<file path="src/design/ulsl_pkg.sv">
// Package of constants for the serial line-status logic
package ulsl_pkg;
  // Register indices; the bus byte address is four times the index
  localparam logic [15:0] LINE_COND_IDX = 16'hFFA5;
  localparam logic [15:0] IRQ_STAT_IDX = 16'hFFB0;
  localparam logic [15:0] IRQ_MASK_IDX = 16'hFFB1;
  localparam logic [15:0] REQ_ENABLE_IDX = 16'hFFB2;
  localparam int ADDR_W = 18;
  // Line condition bit positions
  localparam int OVERRUN_BIT = 0;
  localparam int PARITY_BIT = 1;
  localparam int FRAMING_BIT = 2;
  localparam int BREAK_BIT = 3;
  localparam int RX_FULL_BIT = 4;
  localparam int TX_EMPTY_BIT = 5;
  localparam int IDLE_BIT = 6;
  localparam logic [3:0] ERR_MASK = 4'hF;
  localparam logic [7:0] LINE_COND_RESET = 8'h60;
  // Request enable bits
  localparam int EN_RX_BIT = 0;
  localparam int EN_TX_BIT = 1;
  localparam int EN_ST_BIT = 2;
  localparam logic [2:0] REQ_ENABLE_RESET = 3'h0;
  localparam logic [3:0] IRQ_MASK_RESET = 4'h0;
  localparam logic [31:0] UNMAPPED_DATA = 32'h0000_0000;
endpackage : ulsl_pkg

</file>
<file path="src/design/ulsl_line_status.sv">
// Line condition register, interrupt requests and transfer halt of the serial port
//
// Summary of operation
// Any error flag set halts the transfer
// Parity error sets flag; write one clears
// Break detect sets flag; write one clears
// Receive-full follows unread data; raises receive request
// Transmit-empty follows holding register; raises transmit request
// Idle only when holding and shift empty
// Overrun, framing set flags; errors raise status
//
// Decided for this implementation: the Avalon-MM slave port.
`timescale 1ns/1ps
module ulsl_line_status #(
  parameter int DATA_W = 32
) (
  input wire logic sys_clk, // System clock, 100 MHz
  input wire logic rst_n, // Synchronous reset, active low
  input wire logic clkEn, // Clock enable, freezes all state when low
  input wire logic [ulsl_pkg::ADDR_W-1:0] avsAddress, // Avalon byte address
  input wire logic avsRead, // Avalon read
  input wire logic avsWrite, // Avalon write
  input wire logic [DATA_W-1:0] avsWritedata, // Avalon write data
  input wire logic [DATA_W/8-1:0] avsByteenable, // Avalon byte enables
  output logic [DATA_W-1:0] avsReaddata, // Avalon read data
  output logic avsWaitrequest, // Avalon wait request
  input wire logic overrunEvt, // Receiver overrun pulse
  input wire logic parityEvt, // Parity failure pulse
  input wire logic framingEvt, // Bad stop bit pulse
  input wire logic breakEvt, // Break detected pulse
  input wire logic rxDataValid, // Receive data register holds unread data
  input wire logic txDataEmpty, // Transmit data register empty
  input wire logic txShiftEmpty, // Transmit shift register empty
  output logic transferHalt, // Stop the receive data mover
  output logic rxIrqReq, // Receive interrupt request
  output logic txIrqReq, // Transmit interrupt request
  output logic statusIrqReq, // Status interrupt request
  output logic irq // Masked sticky event interrupt
);
  typedef struct packed {
    logic [7:0] lineCond_r;
    logic [3:0] irqStat_r;
    logic [3:0] irqMask_r;
    logic [2:0] reqEn_r;
    logic [DATA_W-1:0] rdData_r;
    logic ack_r;
    logic waitReq_r;
    logic halt_r;
    logic rxReq_r;
    logic txReq_r;
    logic stReq_r;
    logic irq_r;
  } ulsl_state_t;

  ulsl_state_t st_r;
  ulsl_state_t st_nxt;
  logic [3:0] errFlags;
  logic [3:0] errEvt;
  logic [3:0] errClr;
  logic busWr;
  logic wrLow;

  initial begin
    if (DATA_W != 32) begin
      $error("DATA_W must be 32");
    end
  end

  function automatic logic hitIdx(input logic [ulsl_pkg::ADDR_W-1:0] a,
                                  input logic [15:0] idx);
    hitIdx = (a[1:0] == 2'h0) && (a[ulsl_pkg::ADDR_W-1:2] == idx);
  endfunction : hitIdx

  assign errEvt = {breakEvt, framingEvt, parityEvt, overrunEvt};
  // A write is taken in the single cycle its answer is given
  assign busWr = avsWrite && st_r.ack_r;
  assign wrLow = busWr && avsByteenable[0];
  assign errClr = (wrLow && hitIdx(avsAddress, ulsl_pkg::LINE_COND_IDX))
                  ? avsWritedata[3:0] : 4'h0;

  ulsl_err_flags #(.WIDTH(4)) u_err (
    .sys_clk(sys_clk),
    .rst_n(rst_n),
    .clkEn(clkEn),
    .setEvt(errEvt),
    .clrMask(errClr),
    .flags(errFlags)
  );

  always_comb begin
    logic [7:0] lc;
    logic [3:0] evts;
    lc = 8'h00;
    evts = 4'h0;
    st_nxt = st_r;
    // Status bits shown next cycle; error bits track the sticky flags
    lc[3:0] = errFlags;
    lc[ulsl_pkg::RX_FULL_BIT] = rxDataValid;
    lc[ulsl_pkg::TX_EMPTY_BIT] = txDataEmpty;
    lc[ulsl_pkg::IDLE_BIT] = txDataEmpty && txShiftEmpty;
    st_nxt.lineCond_r = lc;
    st_nxt.halt_r = |(errFlags & ulsl_pkg::ERR_MASK);
    st_nxt.rxReq_r = rxDataValid && st_r.reqEn_r[ulsl_pkg::EN_RX_BIT];
    st_nxt.txReq_r = txDataEmpty && st_r.reqEn_r[ulsl_pkg::EN_TX_BIT];
    st_nxt.stReq_r = (|errFlags) && st_r.reqEn_r[ulsl_pkg::EN_ST_BIT];
    // Sticky event bits: error rises, set wins over clear
    evts = errEvt;
    st_nxt.irqStat_r = st_r.irqStat_r;
    if (wrLow && hitIdx(avsAddress, ulsl_pkg::IRQ_STAT_IDX)) begin
      st_nxt.irqStat_r = st_r.irqStat_r & ~avsWritedata[3:0];
    end
    st_nxt.irqStat_r = st_nxt.irqStat_r | evts;
    if (wrLow && hitIdx(avsAddress, ulsl_pkg::IRQ_MASK_IDX)) begin
      st_nxt.irqMask_r = avsWritedata[3:0];
    end
    if (wrLow && hitIdx(avsAddress, ulsl_pkg::REQ_ENABLE_IDX)) begin
      st_nxt.reqEn_r = avsWritedata[2:0];
    end
    st_nxt.irq_r = |(st_nxt.irqStat_r & st_nxt.irqMask_r);
    // One wait cycle, then the answer
    st_nxt.ack_r = (avsRead || avsWrite) && !st_r.ack_r;
    // Registered so the bus sees wait request straight from a flop
    st_nxt.waitReq_r = !st_nxt.ack_r;
    st_nxt.rdData_r = st_r.rdData_r;
    if (avsRead && !st_r.ack_r) begin
      if (hitIdx(avsAddress, ulsl_pkg::LINE_COND_IDX)) begin
        st_nxt.rdData_r = {24'h0, st_r.lineCond_r};
      end else if (hitIdx(avsAddress, ulsl_pkg::IRQ_STAT_IDX)) begin
        st_nxt.rdData_r = {28'h0, st_r.irqStat_r};
      end else if (hitIdx(avsAddress, ulsl_pkg::IRQ_MASK_IDX)) begin
        st_nxt.rdData_r = {28'h0, st_r.irqMask_r};
      end else if (hitIdx(avsAddress, ulsl_pkg::REQ_ENABLE_IDX)) begin
        st_nxt.rdData_r = {29'h0, st_r.reqEn_r};
      end else begin
        st_nxt.rdData_r = ulsl_pkg::UNMAPPED_DATA;
      end
    end
  end

  always_ff @(posedge sys_clk) begin
    if (!rst_n) begin
      st_r <= '0;
      st_r.lineCond_r <= ulsl_pkg::LINE_COND_RESET;
      st_r.waitReq_r <= 1'b1;
      st_r.irqMask_r <= ulsl_pkg::IRQ_MASK_RESET;
      st_r.reqEn_r <= ulsl_pkg::REQ_ENABLE_RESET;
    end else if (clkEn) begin
      st_r <= st_nxt;
    end
  end

  assign avsReaddata = st_r.rdData_r;
  assign avsWaitrequest = st_r.waitReq_r;
  assign transferHalt = st_r.halt_r;
  assign rxIrqReq = st_r.rxReq_r;
  assign txIrqReq = st_r.txReq_r;
  assign statusIrqReq = st_r.stReq_r;
  assign irq = st_r.irq_r;

  chk_halt_follows_err: assert property (@(posedge sys_clk) disable iff (!rst_n)
    clkEn |=> (transferHalt == |$past(errFlags)))
    else $error("Halt does not follow error flags");
  chk_par_clear_one: assert property (@(posedge sys_clk) disable iff (!rst_n)
    clkEn && errClr[1] && !parityEvt |=> !errFlags[1])
    else $error("Parity flag not cleared by one");
  chk_brk_sets: assert property (@(posedge sys_clk) disable iff (!rst_n)
    clkEn && breakEvt ##1 clkEn |=> st_r.lineCond_r[ulsl_pkg::BREAK_BIT])
    else $error("Break not shown in line condition");
  chk_rx_req: assert property (@(posedge sys_clk) disable iff (!rst_n)
    clkEn |=> (rxIrqReq == ($past(rxDataValid) && $past(st_r.reqEn_r[0]))))
    else $error("Receive request wrong");
  chk_tx_req: assert property (@(posedge sys_clk) disable iff (!rst_n)
    clkEn |=> (txIrqReq == ($past(txDataEmpty) && $past(st_r.reqEn_r[1]))))
    else $error("Transmit request wrong");
  chk_idle_both_empty: assert property (@(posedge sys_clk) disable iff (!rst_n)
    clkEn && !(txDataEmpty && txShiftEmpty) |=> !st_r.lineCond_r[6])
    else $error("Idle set while transmitter busy");
  chk_status_req: assert property (@(posedge sys_clk) disable iff (!rst_n)
    clkEn && overrunEvt ##1 clkEn && st_r.reqEn_r[2] |=> statusIrqReq)
    else $error("Overrun did not raise status request");
  chk_bus_answer: assert property (@(posedge sys_clk) disable iff (!rst_n)
    clkEn && (avsRead || avsWrite) && avsWaitrequest |=> !avsWaitrequest)
    else $error("Bus answer not given in one cycle");
  cov_halt: cover property (@(posedge sys_clk) disable iff (!rst_n) $rose(transferHalt));
  cov_irq: cover property (@(posedge sys_clk) disable iff (!rst_n) $rose(irq));
  cov_clr: cover property (@(posedge sys_clk) disable iff (!rst_n) |errClr);
endmodule : ulsl_line_status

</file>
<file path="src/design/ulsl_err_flags.sv">
// Sticky write-one-to-clear error flags of the line condition register
`timescale 1ns/1ps
module ulsl_err_flags #(
  parameter int WIDTH = 4
) (
  input wire logic sys_clk, // System clock
  input wire logic rst_n, // Synchronous reset, active low
  input wire logic clkEn, // Clock enable
  input wire logic [WIDTH-1:0] setEvt, // Error events from the receiver
  input wire logic [WIDTH-1:0] clrMask, // Write-one-to-clear bits
  output logic [WIDTH-1:0] flags // Sticky flags
);
  typedef struct packed {
    logic [WIDTH-1:0] flags_r;
  } ulsl_flag_st_t;
  ulsl_flag_st_t st_r;
  ulsl_flag_st_t st_nxt;

  initial begin
    if (WIDTH < 1) begin
      $error("WIDTH must be at least one");
    end
  end

  // Set wins over a simultaneous clear so no event is lost
  always_comb begin
    st_nxt = st_r;
    st_nxt.flags_r = (st_r.flags_r & ~clrMask) | setEvt;
  end

  always_ff @(posedge sys_clk) begin
    if (!rst_n) begin
      st_r <= '0;
    end else if (clkEn) begin
      st_r <= st_nxt;
    end
  end

  assign flags = st_r.flags_r;

  chk_flag_set_sticks: assert property (@(posedge sys_clk) disable iff (!rst_n)
    clkEn && (setEvt != '0) |=> ((flags & $past(setEvt)) == $past(setEvt)))
    else $error("Error event did not set its flag");
  chk_zero_write_keeps: assert property (@(posedge sys_clk) disable iff (!rst_n)
    clkEn && (clrMask == '0) |=> ((flags & $past(flags)) == $past(flags)))
    else $error("Flag lost without a clear");
endmodule : ulsl_err_flags

</file>
<file path="config.mk">
export PLATFORM = sky130hd
export DESIGN_NAME = ulsl_line_status
export DESIGN_NICKNAME = d
export VERILOG_FILES = /design/src/design/ulsl_pkg.sv /design/src/design/ulsl_line_status.sv /design/src/design/ulsl_err_flags.sv
export SDC_FILE = /design/constraint.sdc
export NUM_CORES = 1
export LEC_CHECK = 0
export BUFFER_PORTS_ARGS = -buffer_cell sky130_fd_sc_hd__buf_2
export CAP_MARGIN = 30
export CORE_ASPECT_RATIO = 0.6
export CORE_MARGIN = 1.5
export CORE_UTILIZATION = 41
export CTS_BUF_LIST = sky130_fd_sc_hd__clkbuf_4 sky130_fd_sc_hd__clkbuf_8 sky130_fd_sc_hd__clkbuf_16
export CTS_CLUSTER_DIAMETER = 200
export CTS_CLUSTER_SIZE = 24
export DETAILED_ROUTE_END_ITERATION = 10
export PLACE_DENSITY = 0.77
export SYNTH_ARGS = -nofsm -noshare
export SYNTH_HDL_FRONTEND = slang
export SYNTH_SLANG_ARGS = --single-unit
</file>
<file path="constraint.sdc">
create_clock -name sys_clk -period 1.69 [get_ports sys_clk]
set_input_delay 0.0845 -clock sys_clk [delete_from_list [all_inputs] [get_ports sys_clk]]
set_output_delay 0.0845 -clock sys_clk [all_outputs]
set_load 0.01 [all_outputs]
</file>
## Yosys cells after proc, flatten, opt, wreduce, memory -nomap -nowiden

Cells that the tools add are included.
W data, S select, Z words.

- Bitwise gates (word level): 7
- Reduce and logical (&&, ||, !) cells: 24
- Mux-type cells: 7
- Equal/unequal tests: 4

Operators by type and width:

| operator | number |
|---|---|
| $eq A16 B16 Y1 const B | 4 |
| $mux W4 | 5 |
| $logic_and A1 B1 Y1 | 16 |
| $and A4 B4 Y4 | 3 |
| $not A4 Y4 | 2 |
| $or A4 B4 Y4 | 2 |
| $reduce_or A4 Y1 | 2 |
| $mux W7 | 1 |
| $reduce_and A2 Y1 | 2 |
| $mux W3 | 1 |
| $logic_not A1 Y1 | 2 |
| $logic_not A2 Y1 | 1 |
| $logic_or A1 B1 Y1 | 1 |

- Output and inout port bits: 38
- Register bits: 61
- Logic and storage cells: 55
- Bits of input ports: 66

## Depth between registers and ports, before layout

Gate-level depths: netlist of run 1.

- Word-level depth: 7
- Mapped depth: 7
- Gate-level depth less buffers: 6

## Cells and area by module

From an unflattened synthesis of run 1, not the netlist that was laid out.

- Cells, all modules: 233
- Area, all modules: 2085.8 µm²

By module, submodules not included:

| module | cells each | area an instance (µm²) | sequential area each (µm²) | times used |
|---|---|---|---|---|
| ulsl_line_status | 217 | 1930.6 | 640.6 | 1 |
| ulsl_err_flags | 16 | 155.1 | 80.1 | 1 |

## Worst setup path after synthesis of run 1

OpenSTA, ideal clock, no wires.

- Path kind: input-to-reg
- Start: input port avsAddress[1] in the netlist's numbering
- End: register st_r, in the netlist irq
- Setup slack: -50 ps
- Stages on the path: 7
- Data arrival time: 1620 ps
- Library setup time: 120 ps
- Path buffers: 1
- Required time: 1570 ps
- Cells stage by stage: nand4b_1 nor3_2 and4_1 buf_2 mux2i_1 a21oi_1 o31a_1

- Longest elaborated chain between the ends: 7
- Elaborated cells between the ends (all ways): 10
- Classes of those cells: 2 x mux; 2 x bitwise; 6 x reduce/logical

Ends and longest elaborated chain:

| item | RTL line | text |
|---|---|---|
| from (decl) | ulsl_line_status.sv:20 | `input wire logic [ulsl_pkg::ADDR_W-1:0] avsAddress,` |
| $logic_not A2 Y1 * | ulsl_line_status.sv:71 | `hitIdx = (a[1:0] == 2'h0) && (a[ulsl_pkg::ADDR_W-1:2] == idx);` |
| $logic_and A1 B1 Y1 | ulsl_line_status.sv:71 |  |
| $logic_and A1 B1 Y1 | ulsl_line_status.sv:109 | `if (wrLow && hitIdx(avsAddress, ulsl_pkg::IRQ_STAT_IDX)) begin` |
| $mux W4 | ulsl_line_status.sv:109 |  |
| $or A4 B4 Y4 | ulsl_line_status.sv:112 | `st_nxt.irqStat_r = st_nxt.irqStat_r \| evts;` |
| $and A4 B4 Y4 * | ulsl_line_status.sv:119 | `st_nxt.irq_r = \|(st_nxt.irqStat_r & st_nxt.irqMask_r);` |
| $reduce_or A4 Y1 * | ulsl_line_status.sv:119 |  |
| to (signal assigned) | ulsl_line_status.sv:148 | `st_r <= st_nxt;` |
| to (decl) | ulsl_line_status.sv:55 | `ulsl_state_t st_r;` |

Mark *: on every way between the ends. The rest lies on a longest branch, timed or not.
A chain may end at the register's enable or synchronous reset.

## Worst setup path after layout of run 1

- Start: register st_r[6] in the netlist's numbering
- End: register st_r, in the netlist irq

- Longest elaborated chain between the ends: 7
- Elaborated cells between the ends (all ways): 9
- Classes of those cells: 2 x mux; 2 x bitwise; 5 x reduce/logical

Ends and longest elaborated chain:

| item | RTL line | text |
|---|---|---|
| $logic_and A1 B1 Y1 * | ulsl_line_status.sv:76 | `assign busWr = avsWrite && st_r.ack_r;` |
| $logic_and A1 B1 Y1 * | ulsl_line_status.sv:77 | `assign wrLow = busWr && avsByteenable[0];` |
| $logic_and A1 B1 Y1 | ulsl_line_status.sv:109 |  |
| $mux W4 | ulsl_line_status.sv:109 |  |
| $or A4 B4 Y4 | ulsl_line_status.sv:112 |  |
| $and A4 B4 Y4 * | ulsl_line_status.sv:119 |  |
| $reduce_or A4 Y1 * | ulsl_line_status.sv:119 |  |

Marked as above.

==> results.cfg, run 1 <==
[drt]
dr.pass1.iters = 4
drc_errors = 0
viasPerCell = 4.930
drt_iter0_markers = 162
finalWirelength_um = 4519
vias = 1701
ant_nets = 0
wl_per_cell_um = 13.10

[layout]
diodes = 0
layout_commonest_cell = buf_2
finalNetCount = 347
area_delta_synth_final_pct = 16.57
layout_common_cells = 47 x buf_2, 35 x dfxtp_1, 25 x conb_1
layout-drive-gt1-share = 0.2624
nFillCells = 455

[floorplanning]
coreArea_mm2 = 0.004588
initial_utilization = 0.4279
rows = 19
die_x_um = 92.33
ios = 104
die_area_mm2 = 0.005226
chipHeight_um = 56.60

[setup_path]
start_kind = flop
path_buf_inv = 1
worstPathMaxFanout = 4
cpLargestDelayFamily = simple AND/OR/NAND/NOR gates
path_cells = and3_4, and4_4, buf_4, mux2i_1, o22ai_1, o31a_1
max_stage_delay_ns = 0.33
worstSetupEndpointType = flop
critPathSlowestCell = dfxtp_2
worstPathArrival_ns = 1.78
crit_required_ns = 1.88
critPathKind = reg -> reg

[global_routing]
gr-usage-met1 = 0.2552
top_usage_layer = met2
grt-ovfl-total = 0
use_met2 = 0.2605
grt_pass1_wl_um = 7210
grt_pass1_vias = 1535
grtUsageMet3 = 0.05691
antenna_found_initial = 0
grt_max_degree = 37
grtUsageTotal = 0.1794

[logic_synthesis]
synth_cell_type_count = 36
synth-seq-area-share = 0.3671
synthCells = 233
netlist_area_mm2 = 0.001963
synth_area_per_cell_um2 = 8.425
ys_seq_elements = 36
yosysWarnings = 0

[sta]
clock.fmax_mhz = 628.0
tns_ns = 0
relSlewSlack = 0.6622
post-route-period-util = 0.9422
fin_ws_ns = 0.09775
finClkSkew_ns = 0.007267
holdWs_ns = 0.04724
setup_viol = 0
min_period_ns = 1.592
worst_pin_slew_ns = 0.5066
slew_viol_final = 0
final_hold_viol_count = 0

[place]
pre_cts_ws_ns = -0.1726
gp_congestion = 0.8184
io_buffer_count = 47
dp_hpwl_um = 3358

[clock_network]
clk_latency_ns = 0.29
clkSinkCount = 36
clk_pin_slew_ns = 0.07
ctsHoldBuffers = 0
clockBufferDepth = 2
clock-root-buffer = clkbuf_8
htreeDepth = 2
cts_tree = done
cts_setup_buffers = 0
numCtsBuffers = 5

[power_and_ir_drop]
ir_drop_v = 0.0002738
finalPower_mw = 1.766
p_per_area_mw_per_mm2 = 771.7
p_leak_nw = 1.013

[job]
cap_viol_max_count = 0

[run_status]
status = completed

[worst_hold_path]
hp-class = in -> reg
tightest hold or removal path, delay by kind of cell:
family,cells,cell delay (ns)
buffers and inverters,1,0.07
and+or+nand+nor,2,0.14
area by class of cell:
class,count,area [µm²],share of cell area
flip-flops and latches,36,721.9,0.3155
well taps,63,78.83,0.03445
repair buffers,58,317.8,0.1389
clock inverters,2,10.01,0.004374
clock buffers,6,82.58,0.03609
inverters,4,15.01,0.006561
multi-input cells,176,1062,0.4642
timing repair:
item | in CTS | in global routing
endpoints found under the setup margin | 0 | 4
resized for setup | 0 | 6
endpoints found under the hold margin | 0 | 0
per-stage QoR:
| step | cell area (µm²) | std cells | utilization |
|---|---|---|---|
| floorplan | 2062 | 257 | - |
| global placement | 2178 | 337 | 0.4748 |
| detailed placement | 2178 | 337 | 0.4748 |
| CTS | 2271 | 345 | 0.4950 |
| global route | 2288 | 345 | 0.4988 |
| finish | 2288 | 345 | 0.4988 |
worst paths after layout:
kind,slack (ns),cells past startpoint,to,start
worst max register to register,0.1,6,irq,st_r[6]
worst min-delay path,0.05,3,st_r[56],txShiftEmpty
worst min register to register,0.46,2,avsReaddata[4],avsReaddata[4]
worst max-delay path,0.1,6,irq,st_r[6]
power by group:
part / switching (mW) / internal (mW) / total [mW] / leakage (nW)
Sequential: 0.0219 / 0.883 / 0.905 / 0.295
Combinational: 0.130 / 0.0949 / 0.224 / 0.667
Clock: 0.311 / 0.325 / 0.636 / 0.0510
flip-flops by register name (all words and copies together) (netlist names):
name / flops
rxIrqReq: 1
avsWaitrequest: 1
statusIrqReq: 1
u_err.flags: 4
transferHalt: 1
irq: 1
st_r: 19
avsReaddata: 7
txIrqReq: 1
synthesized netlist by cell type:
| library cell | n | share of area |
|---|---|---|
| conb_1 | 1 | 0.0019 |
| buf_4 | 32 | 0.12 |
| nor2_2 | 1 | 0.0032 |
| buf_1 | 1 | 0.0019 |
| nand4_1 | 5 | 0.016 |
| or4_4 | 1 | 0.0057 |
| o31a_1 | 1 | 0.0045 |
| clkbuf_1 | 5 | 0.0096 |
| o21a_1 | 2 | 0.0076 |
| inv_1 | 4 | 0.0076 |
| nor3_2 | 1 | 0.0051 |
| nand4bb_1 | 1 | 0.0057 |
| nor4_1 | 2 | 0.0064 |
| and3_1 | 1 | 0.0032 |
| and2_1 | 1 | 0.0032 |
| o31ai_1 | 3 | 0.011 |
| nor3b_1 | 1 | 0.0038 |
| a21oi_1 | 16 | 0.041 |
| or3_1 | 1 | 0.0032 |
| and4_1 | 1 | 0.0045 |
| and3b_1 | 1 | 0.0045 |
| buf_2 | 3 | 0.0076 |
| nand2_1 | 16 | 0.031 |
| nand4b_1 | 1 | 0.0045 |
| or4bb_1 | 2 | 0.011 |
| mux2i_1 | 15 | 0.076 |
| dfxtp_1 | 36 | 0.37 |
| nand3_1 | 15 | 0.038 |
| nor2_1 | 8 | 0.015 |
| nand2b_1 | 10 | 0.032 |
| a21boi_0 | 13 | 0.050 |
| nor2b_1 | 14 | 0.045 |
| nand3b_1 | 2 | 0.0076 |
| o22ai_1 | 1 | 0.0032 |
| o21ai_0 | 14 | 0.036 |
| or4_1 | 1 | 0.0038 |
cell families after synthesis:
kind of cell           after synthesis  synth area share
and+or+nand+nor                     86            0.2524
AOI/OAI and AO/OA                   50            0.1530
buffers and inverters               45            0.1491
DFF                                 36            0.3671
muxes                               15           0.07648
other                                1          0.001910
per-layer routing:
metal / wire length, µm / part of all wire
met1: 2215 / 0.49
met2: 1944 / 0.43
met3: 316 / 0.070
met4: 42 / 0.0093
met5: 0 / 0
Power figures use the tool's default switching activity.
==> run 2, diff against run 1 <==
--- a/config.mk
+++ b/config.mk
@@ -5,16 +5,16 @@
 export SDC_FILE = /design/constraint.sdc
 export NUM_CORES = 1
 export LEC_CHECK = 0
-export BUFFER_PORTS_ARGS = -buffer_cell sky130_fd_sc_hd__buf_2
 export CAP_MARGIN = 30
 export CORE_ASPECT_RATIO = 0.6
 export CORE_MARGIN = 1.5
-export CORE_UTILIZATION = 41
+export CORE_UTILIZATION = 56
 export CTS_BUF_LIST = sky130_fd_sc_hd__clkbuf_4 sky130_fd_sc_hd__clkbuf_8 sky130_fd_sc_hd__clkbuf_16
 export CTS_CLUSTER_DIAMETER = 200
 export CTS_CLUSTER_SIZE = 24
 export DETAILED_ROUTE_END_ITERATION = 10
-export PLACE_DENSITY = 0.77
+export DONT_BUFFER_PORTS = 1
+export PLACE_DENSITY = 0.74
 export SYNTH_ARGS = -nofsm -noshare
 export SYNTH_HDL_FRONTEND = slang
 export SYNTH_SLANG_ARGS = --single-unit
==> results.cfg, run 2 (synthesis results as in run 1) <==
[run_status]
status = completed

[floorplanning]
initial_utilization = 0.5943
rows = 16
die_x_um = 79.44
coreArea_mm2 = 0.003303
die_area_mm2 = 0.003881
chipHeight_um = 48.86
ios = 104

[layout]
finalNetCount = 311
layout-drive-gt1-share = 0.09756
diodes = 0
layout_common_cells = 36 x dfxtp_1, 25 x conb_1, 16 x a21oi_1, 16 x nand2_1, 15 x nand3_1
final_area_mm2 = 0.002152
layout_commonest_cell = dfxtp_1
regArea_um2 = 720.7
multi_input_area_mm2 = 0.001054
fin_util = 0.6515
largest_register_ffs = 19
area_delta_synth_final_pct = 9.624
nFillCells = 304
final_cell_count_no_fill = 291
top_register = st_r

[setup_path]
rrSetupSlack_ns = 0.06
worstPathArrival_ns = 1.81
startpoint = st_r[6]
worstPathMaxFanout = 4
r2r-start = st_r[6]
start_kind = flop
critPathKind = reg -> reg
reg2reg_to = irq
crit_required_ns = 1.87
worstSetupEndpointType = flop
reg2reg_depth = 7

[sta]
worst_pin_slew_ns = 1.008
clock.fmax_mhz = 614.8
relSlewSlack = 0.3256
holdWs_ns = 0.003017
finClkSkew_ns = 0.004490
post-route-period-util = 0.9624
slew_viol_final = 0
rsz0062_at_grt = false
final_hold_viol_count = 0
setup_viol = 0
fin_ws_ns = 0.06357
min_period_ns = 1.626

[drt]
finalWirelength_um = 4329
viasPerCell = 5.481
wl_met3_um = 450
wl_per_cell_um = 14.88
ant_nets = 0
dr.pass1.iters = 4
drt_iter0_markers = 108
drc_errors = 0
top_layer_used = met4
met1_length_um = 2058
vias = 1595
wl_met2_um = 1764

[job]
cap_viol_max_count = 0

[global_routing]
grt_max_degree = 36
antenna_found_initial = 0
grt_pass1_vias = 1401
grt-ovfl-total = 0
grtUsageTotal = 0.2328
grt_pass1_wl_um = 6824

[worst_hold_path]
hp-class = in -> reg
min_to = st_r[6]
hp-start = clkEn
min_delay_path_depth = 2

[power_and_ir_drop]
p_leak_nw = 0.8591
p_per_area_mw_per_mm2 = 858.2
ir_drop_v = 0.0004251

[place]
dp.cells = 271
gp_congestion = 0.8447
dp_hpwl_um = 3035
dpl-instance-area_mm2 = 0.001913
io_buffer_count = 0
pre_cts_ws_ns = -0.03321

[clock_network]
clock-root-buffer = clkbuf_8
clk_pin_slew_ns = 0.08
clk_latency_ns = 0.29
cts_setup_buffers = 0
numCtsBuffers = 5
htreeDepth = 2
clkSinkCount = 36
cts_tree = done
clockBufferDepth = 2
==> run 2: layer usage <==
metal  vias up  GRT usage
met5         -          0
met4         0    0.07018
met3         9     0.1065
li1        779          -
met1       725     0.3276
met2        82     0.3136
==> run 2: layout make-up <==
cell class                 instances  share of cell area
tap                               45             0.02616
sequential                        36              0.3349
multi-input combinational        176              0.4895
inverter                           4            0.006977
clock buffer                       5             0.03198
timing repair buffer              22             0.09070
clock inverter                     3             0.01977
==> run 2: power by group <==
group          switching (mW)  internal (mW)
Combinational          0.0953         0.0781
Sequential             0.0279          0.883
Clock                   0.326          0.436
==> run 2: repair_timing <==
action,CTS,global route
endpoints found under the setup margin,0,1
hold buffers,12,0
gates resized for setup,0,3
hold endpoints to repair,35,0
==> run 2: critical path: stages (launching register included) <==
cell,delay [ns]
dfxtp_1,0.34
and3_2,0.22
nor2b_2,0.17
buf_4,0.14
nand4_1,0.09
a21oi_1,0.17
o22ai_1,0.14
o31a_1,0.25
==> run 2: through the flow <==
step                total power [mW]  setup TNS (ns)
floorplan                      1.095               0
global placement               1.053        -0.06993
detailed placement             1.057        -0.06523
CTS                            1.858               0
global route                   1.933               0
finish                         1.847               0
==> run 2: worst max path at each step <==
stage	end	slack (ns)	depth (start not counted)
floorplan	irq	0.002	7
global placement	st_r[41]	-0.04	6
detailed placement	irq	-0.03	7
CTS	irq	0.05	7
global route	irq	0.002	6
finish	irq	0.06	7
==> run 3, diff against run 2 <==
--- a/config.mk
+++ b/config.mk
@@ -8,13 +8,13 @@
 export CAP_MARGIN = 30
 export CORE_ASPECT_RATIO = 0.6
 export CORE_MARGIN = 1.5
-export CORE_UTILIZATION = 56
+export CORE_UTILIZATION = 60
 export CTS_BUF_LIST = sky130_fd_sc_hd__clkbuf_4 sky130_fd_sc_hd__clkbuf_8 sky130_fd_sc_hd__clkbuf_16
 export CTS_CLUSTER_DIAMETER = 200
 export CTS_CLUSTER_SIZE = 24
 export DETAILED_ROUTE_END_ITERATION = 10
 export DONT_BUFFER_PORTS = 1
-export PLACE_DENSITY = 0.74
+export PLACE_DENSITY = 0.76
 export SYNTH_ARGS = -nofsm -noshare
 export SYNTH_HDL_FRONTEND = slang
 export SYNTH_SLANG_ARGS = --single-unit
==> constraint.sdc (replaced) <==
create_clock -name sys_clk -period 2 [get_ports sys_clk]
set_input_delay 0.1 -clock sys_clk [delete_from_list [all_inputs] [get_ports sys_clk]]
set_output_delay 0.1 -clock sys_clk [all_outputs]
set_load 0.01 [all_outputs]
==> results.cfg, run 3 (synthesis results as in run 1) <==
[sta]
min_period_ns = 1.799
clock.fmax_mhz = 555.8
final_hold_viol_count = 0
post-route-period-util = 0.8996
finClkSkew_ns = 0.003132
rsz0062_at_grt = false
tns_ns = 0
setup_viol = 0
relSlewSlack = 0.3335
slew_viol_final = 0
worst_pin_slew_ns = 0.9965

[run_status]
status = completed

[job]
cap_viol_max_count = 0

[setup_path]
crit_required_ns = 2.18
critPathKind = in -> reg
worstPathMaxFanout = 35
start_kind = input pin
worstPathArrival_ns = 1.98
worstSetupEndpointType = flop

[clock_network]
htreeDepth = 2
clock-root-buffer = clkbuf_8
clockBufferDepth = 2
cts_setup_buffers = 0
clkSinkCount = 36
cts_tree = done
clk_pin_slew_ns = 0.08
numCtsBuffers = 5
clk_latency_ns = 0.29

[drt]
dr.pass1.iters = 4
finalWirelength_um = 4655
viasPerCell = 5.918
drc_errors = 0
drt_iter0_markers = 132
wl_per_cell_um = 16.63
vias = 1657
ant_nets = 0

[layout]
top_register = st_r
multi_input_area_mm2 = 0.001040
diodes = 0
largest_register_ffs = 19
area_delta_synth_final_pct = 5.545
final_cell_count_no_fill = 280
layout_commonest_cell = dfxtp_1
layout-drive-gt1-share = 0.05882
regArea_um2 = 720.7
nFillCells = 225
layout_common_cells = 36 x dfxtp_1, 25 x conb_1, 16 x a21oi_1, 16 x nand2_1
finalNetCount = 303

[global_routing]
grt-ovfl-total = 0
grt_pass1_vias = 1488
antenna_found_initial = 0
grt_max_degree = 36
grt_pass1_wl_um = 7162
grtUsageTotal = 0.2658

[place]
io_buffer_count = 0
dp_hpwl_um = 3179
dp.cells = 261
gp_congestion = 0.8768

[power_and_ir_drop]
p_leak_nw = 0.8097
ir_drop_v = 0.0003833
p_per_area_mw_per_mm2 = 750.4

[floorplanning]
ios = 104
die_x_um = 76.85
rows = 15
chipHeight_um = 47.31
die_area_mm2 = 0.003635
coreArea_mm2 = 0.002984
initial_utilization = 0.6579

[worst_hold_path]
hp-class = in -> reg
-- run 3: path summary, 6_finish.rpt --
kind                 start        endpoint  slack [ns]  cells past startpoint
setup / recovery     rst_n        st_r[55]        0.20                      3
hold / removal       clkEn  avsWaitrequest       0.002                      2
setup reg to reg   st_r[6]             irq        0.21                      5
hold reg to reg   st_r[56]        st_r[56]        0.49                      2
-- run 3: layout make-up --
cell class | count | area share
inverters | 4 | 0.007246
flip-flops and latches | 36 | 0.3478
well taps | 42 | 0.02536
clock buffers | 5 | 0.03321
repair buffers | 14 | 0.06401
clock inverters | 3 | 0.02053
multi-input cells | 176 | 0.5018
-- run 3: metal layers --
layer | vias up | wire (µm) | track usage
met2 | 117 | 2116 | 0.4496
met5 | - | 0 | 0
met4 | 0 | 66 | 0.1037
li1 | 761 | - | -
met1 | 771 | 1888 | 0.3306
met3 | 8 | 583 | 0.08350
-- run 3: stage by stage --
stage	setup slack, ns	instance area (µm²)	utilization	total power [mW]	hold slack (ns)
after CTS	0.2170	2072	0.6943	1.553	0.001509
final	0.2008	2072	0.6943	1.555	0.001781
after global routing	0.08994	2072	0.6943	1.603	0.003418
after floorplan	0.2444	2053	-	0.9242	0.2284
after global placement	0.2359	1851	0.6201	0.8832	0.1662
after detailed placement	0.1771	1851	0.6201	0.8900	0.1724
-- run 3: critical path, cell delays in order --
cell           delay [ns]
dlygate4sd3_1        1.19
nand2_1              0.09
dlygate4sd3_1        0.59
-- run 3: where the power goes --
| part | internal, mW | leakage (nW) | switching (mW) |
|---|---|---|---|
| logic | 0.0604 | 0.461 | 0.0754 |
| clock network | 0.369 | 0.0541 | 0.280 |
| registers | 0.746 | 0.295 | 0.0245 |
| total | 1.18 | 0.810 | 0.379 |
-- run 3: timing repair --
item	4_1_cts	5_1_grt
hold buffers	11	0
hold endpoints to repair	35	0
resized for setup	0	0
